<file path="src/pkg/ptc_defines.svh">
/*
 * Register indices, field positions, reset values and widths of the PHY test
 * control and error counter bank.
 * Assumes it is included by bare name from design files that also use ptc_pkg.
 */
`ifndef PTC_DEFINES_SVH
`define PTC_DEFINES_SVH

// register indices; the byte address is four times the index
`define PTC_IDX_CTRL        8'h11
`define PTC_IDX_TEST        8'h12
`define PTC_IDX_FC          8'h13
`define PTC_IDX_DISC        8'h14
`define PTC_IDX_ERRF        8'h15
`define PTC_IDX_SYM         8'h16
`define PTC_IDX_EOF         8'h17
`define PTC_IDX_NONE        8'hff

// path_bypass_control fields
`define PTC_CTRL_RST        16'h0000
`define PTC_CTRL_WMASK      16'hfbbf
`define PTC_B_SCR_BYP       15
`define PTC_B_ENC_BYP       14
`define PTC_B_FRC_H         13
`define PTC_B_FRC_34        12
`define PTC_B_GOOD_LINK     11
`define PTC_B_MDI_TRI       9
`define PTC_B_DPD_DIS       8
`define PTC_B_AN_LPBK       7
`define PTC_B_FLT_BYP       5
`define PTC_B_APOL_DIS      4
`define PTC_B_SQT_DIS       3
`define PTC_B_EXT_SQ        2
`define PTC_B_LINK_DIS      1
`define PTC_B_JAB_DIS       0

// synth_test_and_probe fields
`define PTC_T_SHIFT         15
`define PTC_T_LOAD          14
`define PTC_T_BDT_EN        13
`define PTC_T_EQ_PROBE      12
`define PTC_T_10_PROBE      11
`define PTC_T_RST           3'h0
`define PTC_PHY_ADDR_RST    5'h01

// error counters
`define PTC_NUM_CNT         5
`define PTC_CNT_W           16
`define PTC_CNT_RST         16'h0000

`endif

</file>
<file path="src/pkg/ptc_pkg.sv">
/*
 * Types shared by the PHY test control and error counter bank.
 * Assumes nothing beyond a SystemVerilog compiler.
 */
package ptc_pkg;

   typedef logic [15:0] ptc_half_t;
   typedef logic [7:0]  ptc_idx_t;
   typedef logic [4:0]  ptc_addr5_t;

   typedef enum logic [0:0] {
      PTC_ST_IDLE = 1'b0,
      PTC_ST_WAIT = 1'b1
   } ptc_bus_st_t;

endpackage : ptc_pkg

</file>
<file path="src/logic/ptc_sat_counter.sv">
/*
 * Saturating event counter with clear on read.
 * Assumes inc and clr are synchronous one-cycle strobes on hclk.
 */
`timescale 1ns/1ps
`default_nettype none
`include "ptc_defines.svh"

module ptc_sat_counter #(
   parameter int W = `PTC_CNT_W
) (
   // clock and reset
   input  wire logic         hclk,
   input  wire logic         hresetn,
   // event and clear
   input  wire logic         inc,
   input  wire logic         clr,
   // count
   output var  logic [W-1:0] count
);
   import ptc_pkg::*;

   logic [W-1:0] count_reg;

   always_ff @(posedge hclk or negedge hresetn) begin
      if (!hresetn) begin
         count_reg <= '0;
      end else if (clr) begin
         count_reg <= inc ? W'(1) : '0;
      end else if (inc && count_reg != {W{1'b1}}) begin
         count_reg <= count_reg + W'(1);
      end
   end

   assign count = count_reg;

   a_cnt_saturate: assert property (@(posedge hclk) disable iff (!hresetn)
      (count_reg == {W{1'b1}} && !clr) |=> count_reg == {W{1'b1}})
      else $error("counter left full scale without a read");

   a_cnt_step: assert property (@(posedge hclk) disable iff (!hresetn)
      (inc && !clr && count_reg != {W{1'b1}}) |=> count_reg == $past(count_reg) + W'(1))
      else $error("counter did not step on an event");

   a_cnt_clear: assert property (@(posedge hclk) disable iff (!hresetn)
      clr |=> count_reg == ($past(inc) ? W'(1) : W'(0)))
      else $error("counter clear lost or kept a coinciding event wrongly");

endmodule : ptc_sat_counter

`default_nettype wire

</file>
<file path="src/logic/ptc_one_shot.sv">
/*
 * One-cycle command pulses for the clock synthesizer.
 * Assumes trig is a one-cycle write strobe; more than one bit at once is refused.
 */
`timescale 1ns/1ps
`default_nettype none
`include "ptc_defines.svh"

module ptc_one_shot #(
   parameter int W = 2
) (
   // clock and reset
   input  wire logic         hclk,
   input  wire logic         hresetn,
   // command request
   input  wire logic [W-1:0] trig,
   // pulses
   output var  logic [W-1:0] pulse
);
   import ptc_pkg::*;

   logic [W-1:0] pulse_reg;
   logic         single;

   // a request naming several commands at once is dropped
   assign single = (trig & (trig - W'(1))) == '0;

   always_ff @(posedge hclk or negedge hresetn) begin
      if (!hresetn) begin
         pulse_reg <= '0;
      end else begin
         pulse_reg <= single ? trig : '0;
      end
   end

   assign pulse = pulse_reg;

   a_pulse_single: assert property (@(posedge hclk) disable iff (!hresetn)
      (pulse_reg != '0) |-> ((pulse_reg & (pulse_reg - W'(1))) == '0) ##1 pulse_reg != $past(pulse_reg) || $past(trig) == $past(pulse_reg))
      else $error("synthesizer pulses overlap");

endmodule : ptc_one_shot

`default_nettype wire

</file>
<file path="src/logic/ptc_top.sv">
/*
 * PHY test control register, synthesizer test and probe register and five
 * saturating clear-on-read receive error counters, behind an AHB-Lite slave.
 * Assumes a single AHB-Lite master on hclk, single word transfers, and event
 * inputs that are one-cycle strobes synchronous to hclk.
 */
// Design decision made here: the AHB-Lite slave port.
`timescale 1ns/1ps
`default_nettype none
`include "ptc_defines.svh"

module ptc_top #(
   parameter ptc_pkg::ptc_addr5_t PHY_ADDR = `PTC_PHY_ADDR_RST
) (
   // clock and reset
   input  wire logic        hclk,
   input  wire logic        hresetn,
   // AHB-Lite slave
   input  wire logic        hsel,
   input  wire logic [31:0] haddr,
   input  wire logic [1:0]  htrans,
   input  wire logic        hwrite,
   input  wire logic [2:0]  hsize,
   input  wire logic [31:0] hwdata,
   input  wire logic        hready,
   output var  logic [31:0] hrdata,
   output var  logic        hreadyout,
   output var  logic        hresp,
   // receive error events
   input  wire logic        ev_false_carrier,
   input  wire logic        ev_disconnect,
   input  wire logic        ev_error_frame,
   input  wire logic        ev_symbol_error,
   input  wire logic        ev_early_eof,
   input  wire logic        repeater_mode,
   // signal detect and probe sources
   input  wire logic        signal_detect_raw,
   input  wire logic        eq_probe_in,
   input  wire logic [2:0]  tenbt_dig_in,
   input  wire logic        led_speed_norm,
   input  wire logic        led_link_norm,
   input  wire logic        led_act_norm,
   // transmit and receive path controls
   output var  logic        scrambler_bypass,
   output var  logic        encoder_bypass,
   output var  logic        force_h_pattern,
   output var  logic        force_34_pattern,
   output var  logic        adaptive_signal_detect,
   output var  logic        mdi_oe_n,
   output var  logic        dyn_pwrdn_disable,
   output var  logic        an_loopback,
   output var  logic        rx_filter_bypass,
   output var  logic        auto_polarity_disable,
   output var  logic        squelch_test_disable,
   output var  logic        ext_squelch,
   output var  logic        link_integrity_disable,
   output var  logic        jabber_disable,
   // synthesizer test
   output var  logic        synth_shift_pulse,
   output var  logic        synth_load_pulse,
   output var  logic        break_down_timer_en,
   // LEDs
   output var  logic        led_speed,
   output var  logic        led_link,
   output var  logic        led_act
);
   import ptc_pkg::*;

   localparam int NUM_CNT = `PTC_NUM_CNT;

   ////////////////////////////////////////////////////////////////////////////
   // bus slave

   ptc_bus_st_t st_reg;
   ptc_bus_st_t st_next;
   ptc_idx_t    idx_reg;
   logic        wr_reg;
   logic        hreadyout_reg;
   logic [31:0] hrdata_reg;
   logic        addr_ph;
   logic        wr_stb;
   logic        rd_stb;
   ptc_half_t   rd_val;

   function automatic logic sel_hit(input ptc_idx_t cur, input ptc_idx_t want);
      return cur == want;
   endfunction : sel_hit

   assign addr_ph = hsel && htrans[1] && hready;
   assign wr_stb  = (st_reg == PTC_ST_WAIT) && wr_reg;
   assign rd_stb  = (st_reg == PTC_ST_WAIT) && !wr_reg;

   // every transfer gets one wait state, so reads never race a pending write
   always_comb begin
      case (st_reg)
         PTC_ST_IDLE: st_next = addr_ph ? PTC_ST_WAIT : PTC_ST_IDLE;
         PTC_ST_WAIT: st_next = PTC_ST_IDLE;
         default:     st_next = PTC_ST_IDLE;
      endcase
   end

   always_ff @(posedge hclk or negedge hresetn) begin
      if (!hresetn) begin
         st_reg        <= PTC_ST_IDLE;
         hreadyout_reg <= 1'b1;
      end else begin
         st_reg        <= st_next;
         hreadyout_reg <= (st_next != PTC_ST_WAIT);
      end
   end

   always_ff @(posedge hclk or negedge hresetn) begin
      if (!hresetn) begin
         idx_reg <= `PTC_IDX_NONE;
         wr_reg  <= 1'b0;
      end else if (addr_ph) begin
         idx_reg <= (haddr[31:10] == 22'h000000 && haddr[1:0] == 2'h0) ?
                    haddr[9:2] : `PTC_IDX_NONE;
         wr_reg  <= hwrite;
      end
   end

   assign hreadyout = hreadyout_reg;
   assign hresp     = 1'b0;
   assign hrdata    = hrdata_reg;

   ////////////////////////////////////////////////////////////////////////////
   // path_bypass_control

   ptc_half_t ctrl_reg;

   always_ff @(posedge hclk or negedge hresetn) begin
      if (!hresetn) begin
         ctrl_reg <= `PTC_CTRL_RST;
      end else if (wr_stb && sel_hit(idx_reg, `PTC_IDX_CTRL)) begin
         ctrl_reg <= hwdata[15:0] & `PTC_CTRL_WMASK;
      end
   end

   assign scrambler_bypass       = ctrl_reg[`PTC_B_SCR_BYP];
   assign encoder_bypass         = ctrl_reg[`PTC_B_ENC_BYP];
   assign force_h_pattern        = ctrl_reg[`PTC_B_FRC_H];
   assign force_34_pattern       = ctrl_reg[`PTC_B_FRC_34];
   assign mdi_oe_n               = ctrl_reg[`PTC_B_MDI_TRI];
   assign dyn_pwrdn_disable      = ctrl_reg[`PTC_B_DPD_DIS];
   assign an_loopback            = ctrl_reg[`PTC_B_AN_LPBK];
   assign rx_filter_bypass       = ctrl_reg[`PTC_B_FLT_BYP];
   assign auto_polarity_disable  = ctrl_reg[`PTC_B_APOL_DIS];
   assign squelch_test_disable   = ctrl_reg[`PTC_B_SQT_DIS];
   assign ext_squelch            = ctrl_reg[`PTC_B_EXT_SQ];
   assign link_integrity_disable = ctrl_reg[`PTC_B_LINK_DIS];
   assign jabber_disable         = ctrl_reg[`PTC_B_JAB_DIS];

   logic asd_reg;

   always_ff @(posedge hclk or negedge hresetn) begin
      if (!hresetn) begin
         asd_reg <= 1'b0;
      end else begin
         asd_reg <= ctrl_reg[`PTC_B_GOOD_LINK] || signal_detect_raw;
      end
   end

   assign adaptive_signal_detect = asd_reg;

   ////////////////////////////////////////////////////////////////////////////
   // synth_test_and_probe

   logic [2:0] test_reg;
   logic [1:0] synth_trig;
   logic [1:0] synth_pulse;

   always_ff @(posedge hclk or negedge hresetn) begin
      if (!hresetn) begin
         test_reg <= `PTC_T_RST;
      end else if (wr_stb && sel_hit(idx_reg, `PTC_IDX_TEST)) begin
         test_reg <= hwdata[`PTC_T_BDT_EN:`PTC_T_10_PROBE];
      end
   end

   assign synth_trig = (wr_stb && sel_hit(idx_reg, `PTC_IDX_TEST)) ?
                       hwdata[`PTC_T_SHIFT:`PTC_T_LOAD] : 2'h0;

   ptc_one_shot #(
      .W (2)
   ) u_one_shot (
      .hclk    (hclk),
      .hresetn (hresetn),
      .trig    (synth_trig),
      .pulse   (synth_pulse)
   );

   assign synth_shift_pulse   = synth_pulse[1];
   assign synth_load_pulse    = synth_pulse[0];
   assign break_down_timer_en = test_reg[2];

   logic led_speed_reg;
   logic led_link_reg;
   logic led_act_reg;

   // equalizer probe wins on speed LED
   always_ff @(posedge hclk or negedge hresetn) begin
      if (!hresetn) begin
         led_speed_reg <= 1'b0;
      end else if (test_reg[1]) begin
         led_speed_reg <= eq_probe_in;
      end else if (test_reg[0]) begin
         led_speed_reg <= tenbt_dig_in[0];
      end else begin
         led_speed_reg <= led_speed_norm;
      end
   end

   always_ff @(posedge hclk or negedge hresetn) begin
      if (!hresetn) begin
         led_link_reg <= 1'b0;
         led_act_reg  <= 1'b0;
      end else begin
         led_link_reg <= test_reg[0] ? tenbt_dig_in[1] : led_link_norm;
         led_act_reg  <= test_reg[0] ? tenbt_dig_in[2] : led_act_norm;
      end
   end

   assign led_speed = led_speed_reg;
   assign led_link  = led_link_reg;
   assign led_act   = led_act_reg;

   ////////////////////////////////////////////////////////////////////////////
   // error counters

   logic [NUM_CNT-1:0] ev;
   logic [NUM_CNT-1:0] clr;
   ptc_half_t          cnt [NUM_CNT];

   // disconnects count only in repeater mode
   assign ev = {ev_early_eof, ev_symbol_error, ev_error_frame,
                ev_disconnect && repeater_mode, ev_false_carrier};

   generate
      for (genvar g = 0; g < NUM_CNT; g++) begin : g_cnt
         assign clr[g] = rd_stb && sel_hit(idx_reg, ptc_idx_t'(`PTC_IDX_FC + g));
         ptc_sat_counter #(
            .W (`PTC_CNT_W)
         ) u_cnt (
            .hclk    (hclk),
            .hresetn (hresetn),
            .inc     (ev[g]),
            .clr     (clr[g]),
            .count   (cnt[g])
         );
      end
   endgenerate

   ////////////////////////////////////////////////////////////////////////////
   // read data

   always_comb begin
      case (idx_reg)
         `PTC_IDX_CTRL: rd_val = ctrl_reg;
         `PTC_IDX_TEST: rd_val = {2'h0, test_reg, 6'h00, PHY_ADDR};
         `PTC_IDX_FC:   rd_val = cnt[0];
         `PTC_IDX_DISC: rd_val = cnt[1];
         `PTC_IDX_ERRF: rd_val = cnt[2];
         `PTC_IDX_SYM:  rd_val = cnt[3];
         `PTC_IDX_EOF:  rd_val = cnt[4];
         default:       rd_val = 16'h0000;
      endcase
   end

   // value sampled at the clearing edge
   always_ff @(posedge hclk or negedge hresetn) begin
      if (!hresetn) begin
         hrdata_reg <= 32'h00000000;
      end else if (rd_stb) begin
         hrdata_reg <= {16'h0000, rd_val};
      end
   end

   ////////////////////////////////////////////////////////////////////////////
   // checks

   a_bus_wait: assert property (@(posedge hclk) disable iff (!hresetn)
      addr_ph |=> !hreadyout ##1 hreadyout)
      else $error("transfer did not take exactly one wait state");

   a_scram_bypass: assert property (@(posedge hclk) disable iff (!hresetn)
      (wr_stb && idx_reg == `PTC_IDX_CTRL) |=> scrambler_bypass == $past(hwdata[15]))
      else $error("scrambler bypass not taken from write");

   a_enc_h_34: assert property (@(posedge hclk) disable iff (!hresetn)
      (wr_stb && idx_reg == `PTC_IDX_CTRL) |=>
         {encoder_bypass, force_h_pattern, force_34_pattern} == $past(hwdata[14:12]))
      else $error("encoder or pattern force not taken from write");

   a_good_link: assert property (@(posedge hclk) disable iff (!hresetn)
      ctrl_reg[`PTC_B_GOOD_LINK] |=> adaptive_signal_detect)
      else $error("forced good link not shown on signal detect");

   a_mdi_tristate: assert property (@(posedge hclk) disable iff (!hresetn)
      (wr_stb && idx_reg == `PTC_IDX_CTRL) |=> mdi_oe_n == $past(hwdata[9]))
      else $error("media interface tristate not taken from write");

   a_jabber_link: assert property (@(posedge hclk) disable iff (!hresetn)
      (wr_stb && idx_reg == `PTC_IDX_CTRL) |=>
         {link_integrity_disable, jabber_disable} == $past(hwdata[1:0]))
      else $error("link integrity or jabber disable not taken from write");

   a_synth_excl: assert property (@(posedge hclk) disable iff (!hresetn)
      !(synth_shift_pulse && synth_load_pulse))
      else $error("shift and load pulses at once");

   a_synth_clear: assert property (@(posedge hclk) disable iff (!hresetn)
      (synth_shift_pulse || synth_load_pulse) |=> !(synth_shift_pulse || synth_load_pulse))
      else $error("synthesizer command pulse did not self-clear");

   a_eq_probe: assert property (@(posedge hclk) disable iff (!hresetn)
      test_reg[1] |=> led_speed == $past(eq_probe_in))
      else $error("equalizer probe not on speed LED");

   a_phy_addr: assert property (@(posedge hclk) disable iff (!hresetn)
      (rd_stb && idx_reg == `PTC_IDX_TEST) |=> hrdata[4:0] == PHY_ADDR)
      else $error("PHY address readback wrong");

   a_disc_gate: assert property (@(posedge hclk) disable iff (!hresetn)
      (!repeater_mode && !clr[1]) |=> cnt[1] == $past(cnt[1]))
      else $error("disconnect counted outside repeater mode");

   a_read_value: assert property (@(posedge hclk) disable iff (!hresetn)
      (rd_stb && idx_reg == `PTC_IDX_FC) |=> hrdata[15:0] == $past(cnt[0]))
      else $error("counter read did not return value before clear");

endmodule : ptc_top

`default_nettype wire

</file>
<file path="config.mk">
export PLATFORM = sky130hd
export DESIGN_NAME = ptc_top
export DESIGN_NICKNAME = d
export VERILOG_FILES = /design/src/pkg/ptc_pkg.sv /design/src/logic/ptc_sat_counter.sv /design/src/logic/ptc_one_shot.sv /design/src/logic/ptc_top.sv
export VERILOG_INCLUDE_DIRS = /design/src /design/src/pkg
export SDC_FILE = /design/constraint.sdc
export NUM_CORES = 1
export LEC_CHECK = 0
export ABC_AREA = 1
export BUFFER_PORTS_ARGS = -buffer_cell sky130_fd_sc_hd__buf_2
export CAP_MARGIN = 40
export CORE_MARGIN = 3
export CORE_UTILIZATION = 62
export DETAILED_ROUTE_END_ITERATION = 6
export PLACE_DENSITY = 0.94
export SLEW_MARGIN = 10
export SYNTH_ARGS = -nofsm -noshare
export SYNTH_HDL_FRONTEND = slang
export SYNTH_HIERARCHICAL = 1
export SYNTH_SLANG_ARGS = --single-unit
</file>
<file path="constraint.sdc">
create_clock -name hclk -period 3.39 [get_ports hclk]
set_input_delay 0.678 -clock hclk [delete_from_list [all_inputs] [get_ports hclk]]
set_output_delay 0.678 -clock hclk [all_outputs]
set_load 0.01 [all_outputs]
</file>
==> flow_summary.ini <==
[grt]
grt_overflow_total = 0
grt_pass1_wl_um = 37630
grt_pass1_vias = 7938
antenna_found_initial = 0
grt_usage = 0.3162
grt_max_degree = 54

[logic_synthesis]
synth_warnings = 6
syn_area_um2 = 8501
ys_seq_area_frac = 0.3840
netlist.area_leader.share = 0.3562
synth_cell_types = 32
avgSynthCellArea_um2 = 6.833
synth_top_cell_by_area = dfrtp_1
synth.area.top_cells = dfrtp_1, nand2_1, nand3_1
ys_ff_latch = 130
syn-instance-count = 1244

[clock_tree]
insertion_delay_ps = 440
cts_buffer_depth = 2
htree_num_levels = 4
clkTransAtPathRegs_ps = 60
cts_hold_buf = 0
cts_tree = built
cts_made_buffers = 17
cts_resized = 0
cts_setup_buffers = 0
cts_root_buf = clkbuf_16
cts_num_sinks = 130

[floorplanning]
die_w_um = 123.1
fp.dieH_um = 123.1
core_um2 = 13350
dieArea_um2 = 15150
pin_count = 142
rows = 42
start_util = 0.6369

[power_and_ir_drop]
peakVddDrop_uv = 415.2
total_power_mw = 4.393
p_per_area_nw_per_um2 = 457.8
swShare = 0.2855
pwr-share-seq = 0.426
clockPowerShare = 0.455
pwr-share-comb = 0.119
p_switching_mw = 1.254
p_int_mw = 3.139
leakage_nw = 4.890

[sta]
tightest_slew_ps = 905.1
fin_tns_setup_ps = 0
max_freq_mhz = 382.4
period_minus_slack_ps = 2615
hold_viol = 0
finalCritPeriodShare = 0.7713
rsz0062_at_grt = no
finalClockSkew_ps = 7.207
slew_violations = 0
setup_viol = 0
slew_headroom = 0.3960

[setup_path]
worst_setup_path_end_kind = register
slowest_delay_ps = 600
cpMaxStageDelayCell = inv_1
critPathTopFamily = buffers and inverters
path_max_fanout = 21
arrival_ps = 2980
crit_top_cell = inv_1
timing.critical_path.buf_inv = 5
worstPathCellList = inv_1 -> nor2_1 -> buf_4 -> inv_1 -> nor2_1 -> inv_1 -> o21ai_2 -> inv_2 -> nand2_1 -> nand2_1
worstSetupPathType = register to register
crit_required_ps = 3760
start_kind = register

[placement]
place_congestion = 0.9378
port_buffers = 102
dp_hpwl_um = 16290
dp.cells = 1491

[cells_and_area]
syn_to_final_growth_pct = 12.88
drive_above_1_share = 0.1596
antenna_cells = 0
fin_cells = 1523
largest_reg_flops = 80
nFillCells = 1063
final_cell_mix = nand2_1, nor2_1, nand3_1, dfrtp_1, buf_2
final_nets = 1427
mostFrequentLayoutCell = nand2_1

[detailed_routing]
route.vias.total = 8786
first_pass_iters = 7
wl_per_cell_um = 15.27
antenna_left = 0
drc = 1
viasPerCell = 5.769
drt_iter0_markers = 1202
routed_wl_um = 23260

[worst_hold_path]
hold_class = primary input to async pin

[job]
cap_violations = 0

[status]
status = finished, violations left
violations = design-rule violations
area by class of cell:
class                           instances  area, um^2  share of cell area
Clock buffer                           18       439.2             0.04577
Tap cell                              176       220.2             0.02295
Sequential cell                       130        3264              0.3402
Inverter                              114       427.9             0.04460
Timing Repair Buffer                  109       578.1             0.06024
Clock inverter                         14       200.2             0.02086
Multi-Input combinational cell        962        4466              0.4654
power by group through the flow:
stage	Combinational [mW]	Sequential, mW	Clock (mW)
floorplan	0.385	1.84	0
global placement	0.481	1.88	0
detailed placement	0.513	1.89	0
CTS	0.517	1.86	2.01
global route	0.592	1.89	2.09
finish	0.524	1.87	2.00
cell usage after synthesis, drive strengths merged:
| library cell | instances |
|---|---|
| nor4 | 2 |
| nand2 | 436 |
| ha | 5 |
| dfrtp | 121 |
| a21boi | 5 |
| buf | 51 |
| nand3 | 163 |
| a21oi | 22 |
| clkbuf | 3 |
| or2 | 10 |
| dfstp | 9 |
| nand3b | 6 |
| clkinv | 5 |
| o21bai | 15 |
| xnor2 | 15 |
| conb | 1 |
| nor3 | 5 |
| o21ai | 41 |
| nand4 | 30 |
| inv | 109 |
| nor2 | 190 |
stage by stage:
step / cell area (um^2) / worst slack, ps / hold slack, ps / util
finish: 9595 / 775.2 / 294.8 / 0.7189
global route: 9595 / 632.4 / 350.5 / 0.7189
CTS: 9595 / 914.1 / 310.3 / 0.7189
detailed placement: 8956 / 930.2 / 457.4 / 0.6710
global placement: 8956 / 983.9 / 452.8 / 0.6710
floorplan: 8561 / 1571 / 382.4 / -
worst register-to-register path, delay by kind of cell (launching register included):
family	cells	cell delay, ps
AOI/OAI and AO/OA	1	200
and+or+nand+nor	4	410
buffers and inverters	5	1540
DFF	1	390
final timing paths:
kind | startpoint | slack (ps) | cells after the start | end
max | st_reg | 780 | 10 | g_cnt[0].u_cnt/count[15]
min | hresetn | 290 | 1 | g_cnt[3].u_cnt/count[12]
max reg2reg | st_reg | 780 | 10 | g_cnt[0].u_cnt/count[15]
min reg2reg | st_reg | 470 | 1 | st_reg
max in group asynchronous | hresetn | 2310 | 2 | g_cnt[2].u_cnt/count[5]
min in group hclk | led_act_norm | 440 | 3 | led_act
per-layer routing:
metal | wire (um) | vias to the layer above | track usage
met5 | 0 | - | 0
met4 | 939 | 0 | 0.1564
met3 | 2622 | 99 | 0.07502
met2 | 10900 | 591 | 0.5060
met1 | 8792 | 3997 | 0.4038
li1 | - | 4099 | -
cells by family (layout without fill, tap and decap cells):
family / after synthesis / count (layout) / share of synthesized area
adder cells (fa/ha/maj): 5 / 5 / 0.007359
other: 1 / 17 / 0.0004411
AO/OA/AOI/OAI: 83 / 83 / 0.05696
XOR/XNOR: 15 / 15 / 0.01546
buffers and inverters: 168 / 255 / 0.09773
flip-flops: 130 / 130 / 0.3840
AND/OR/NAND/NOR: 842 / 842 / 0.4380
(Power assumes the default switching activity.)
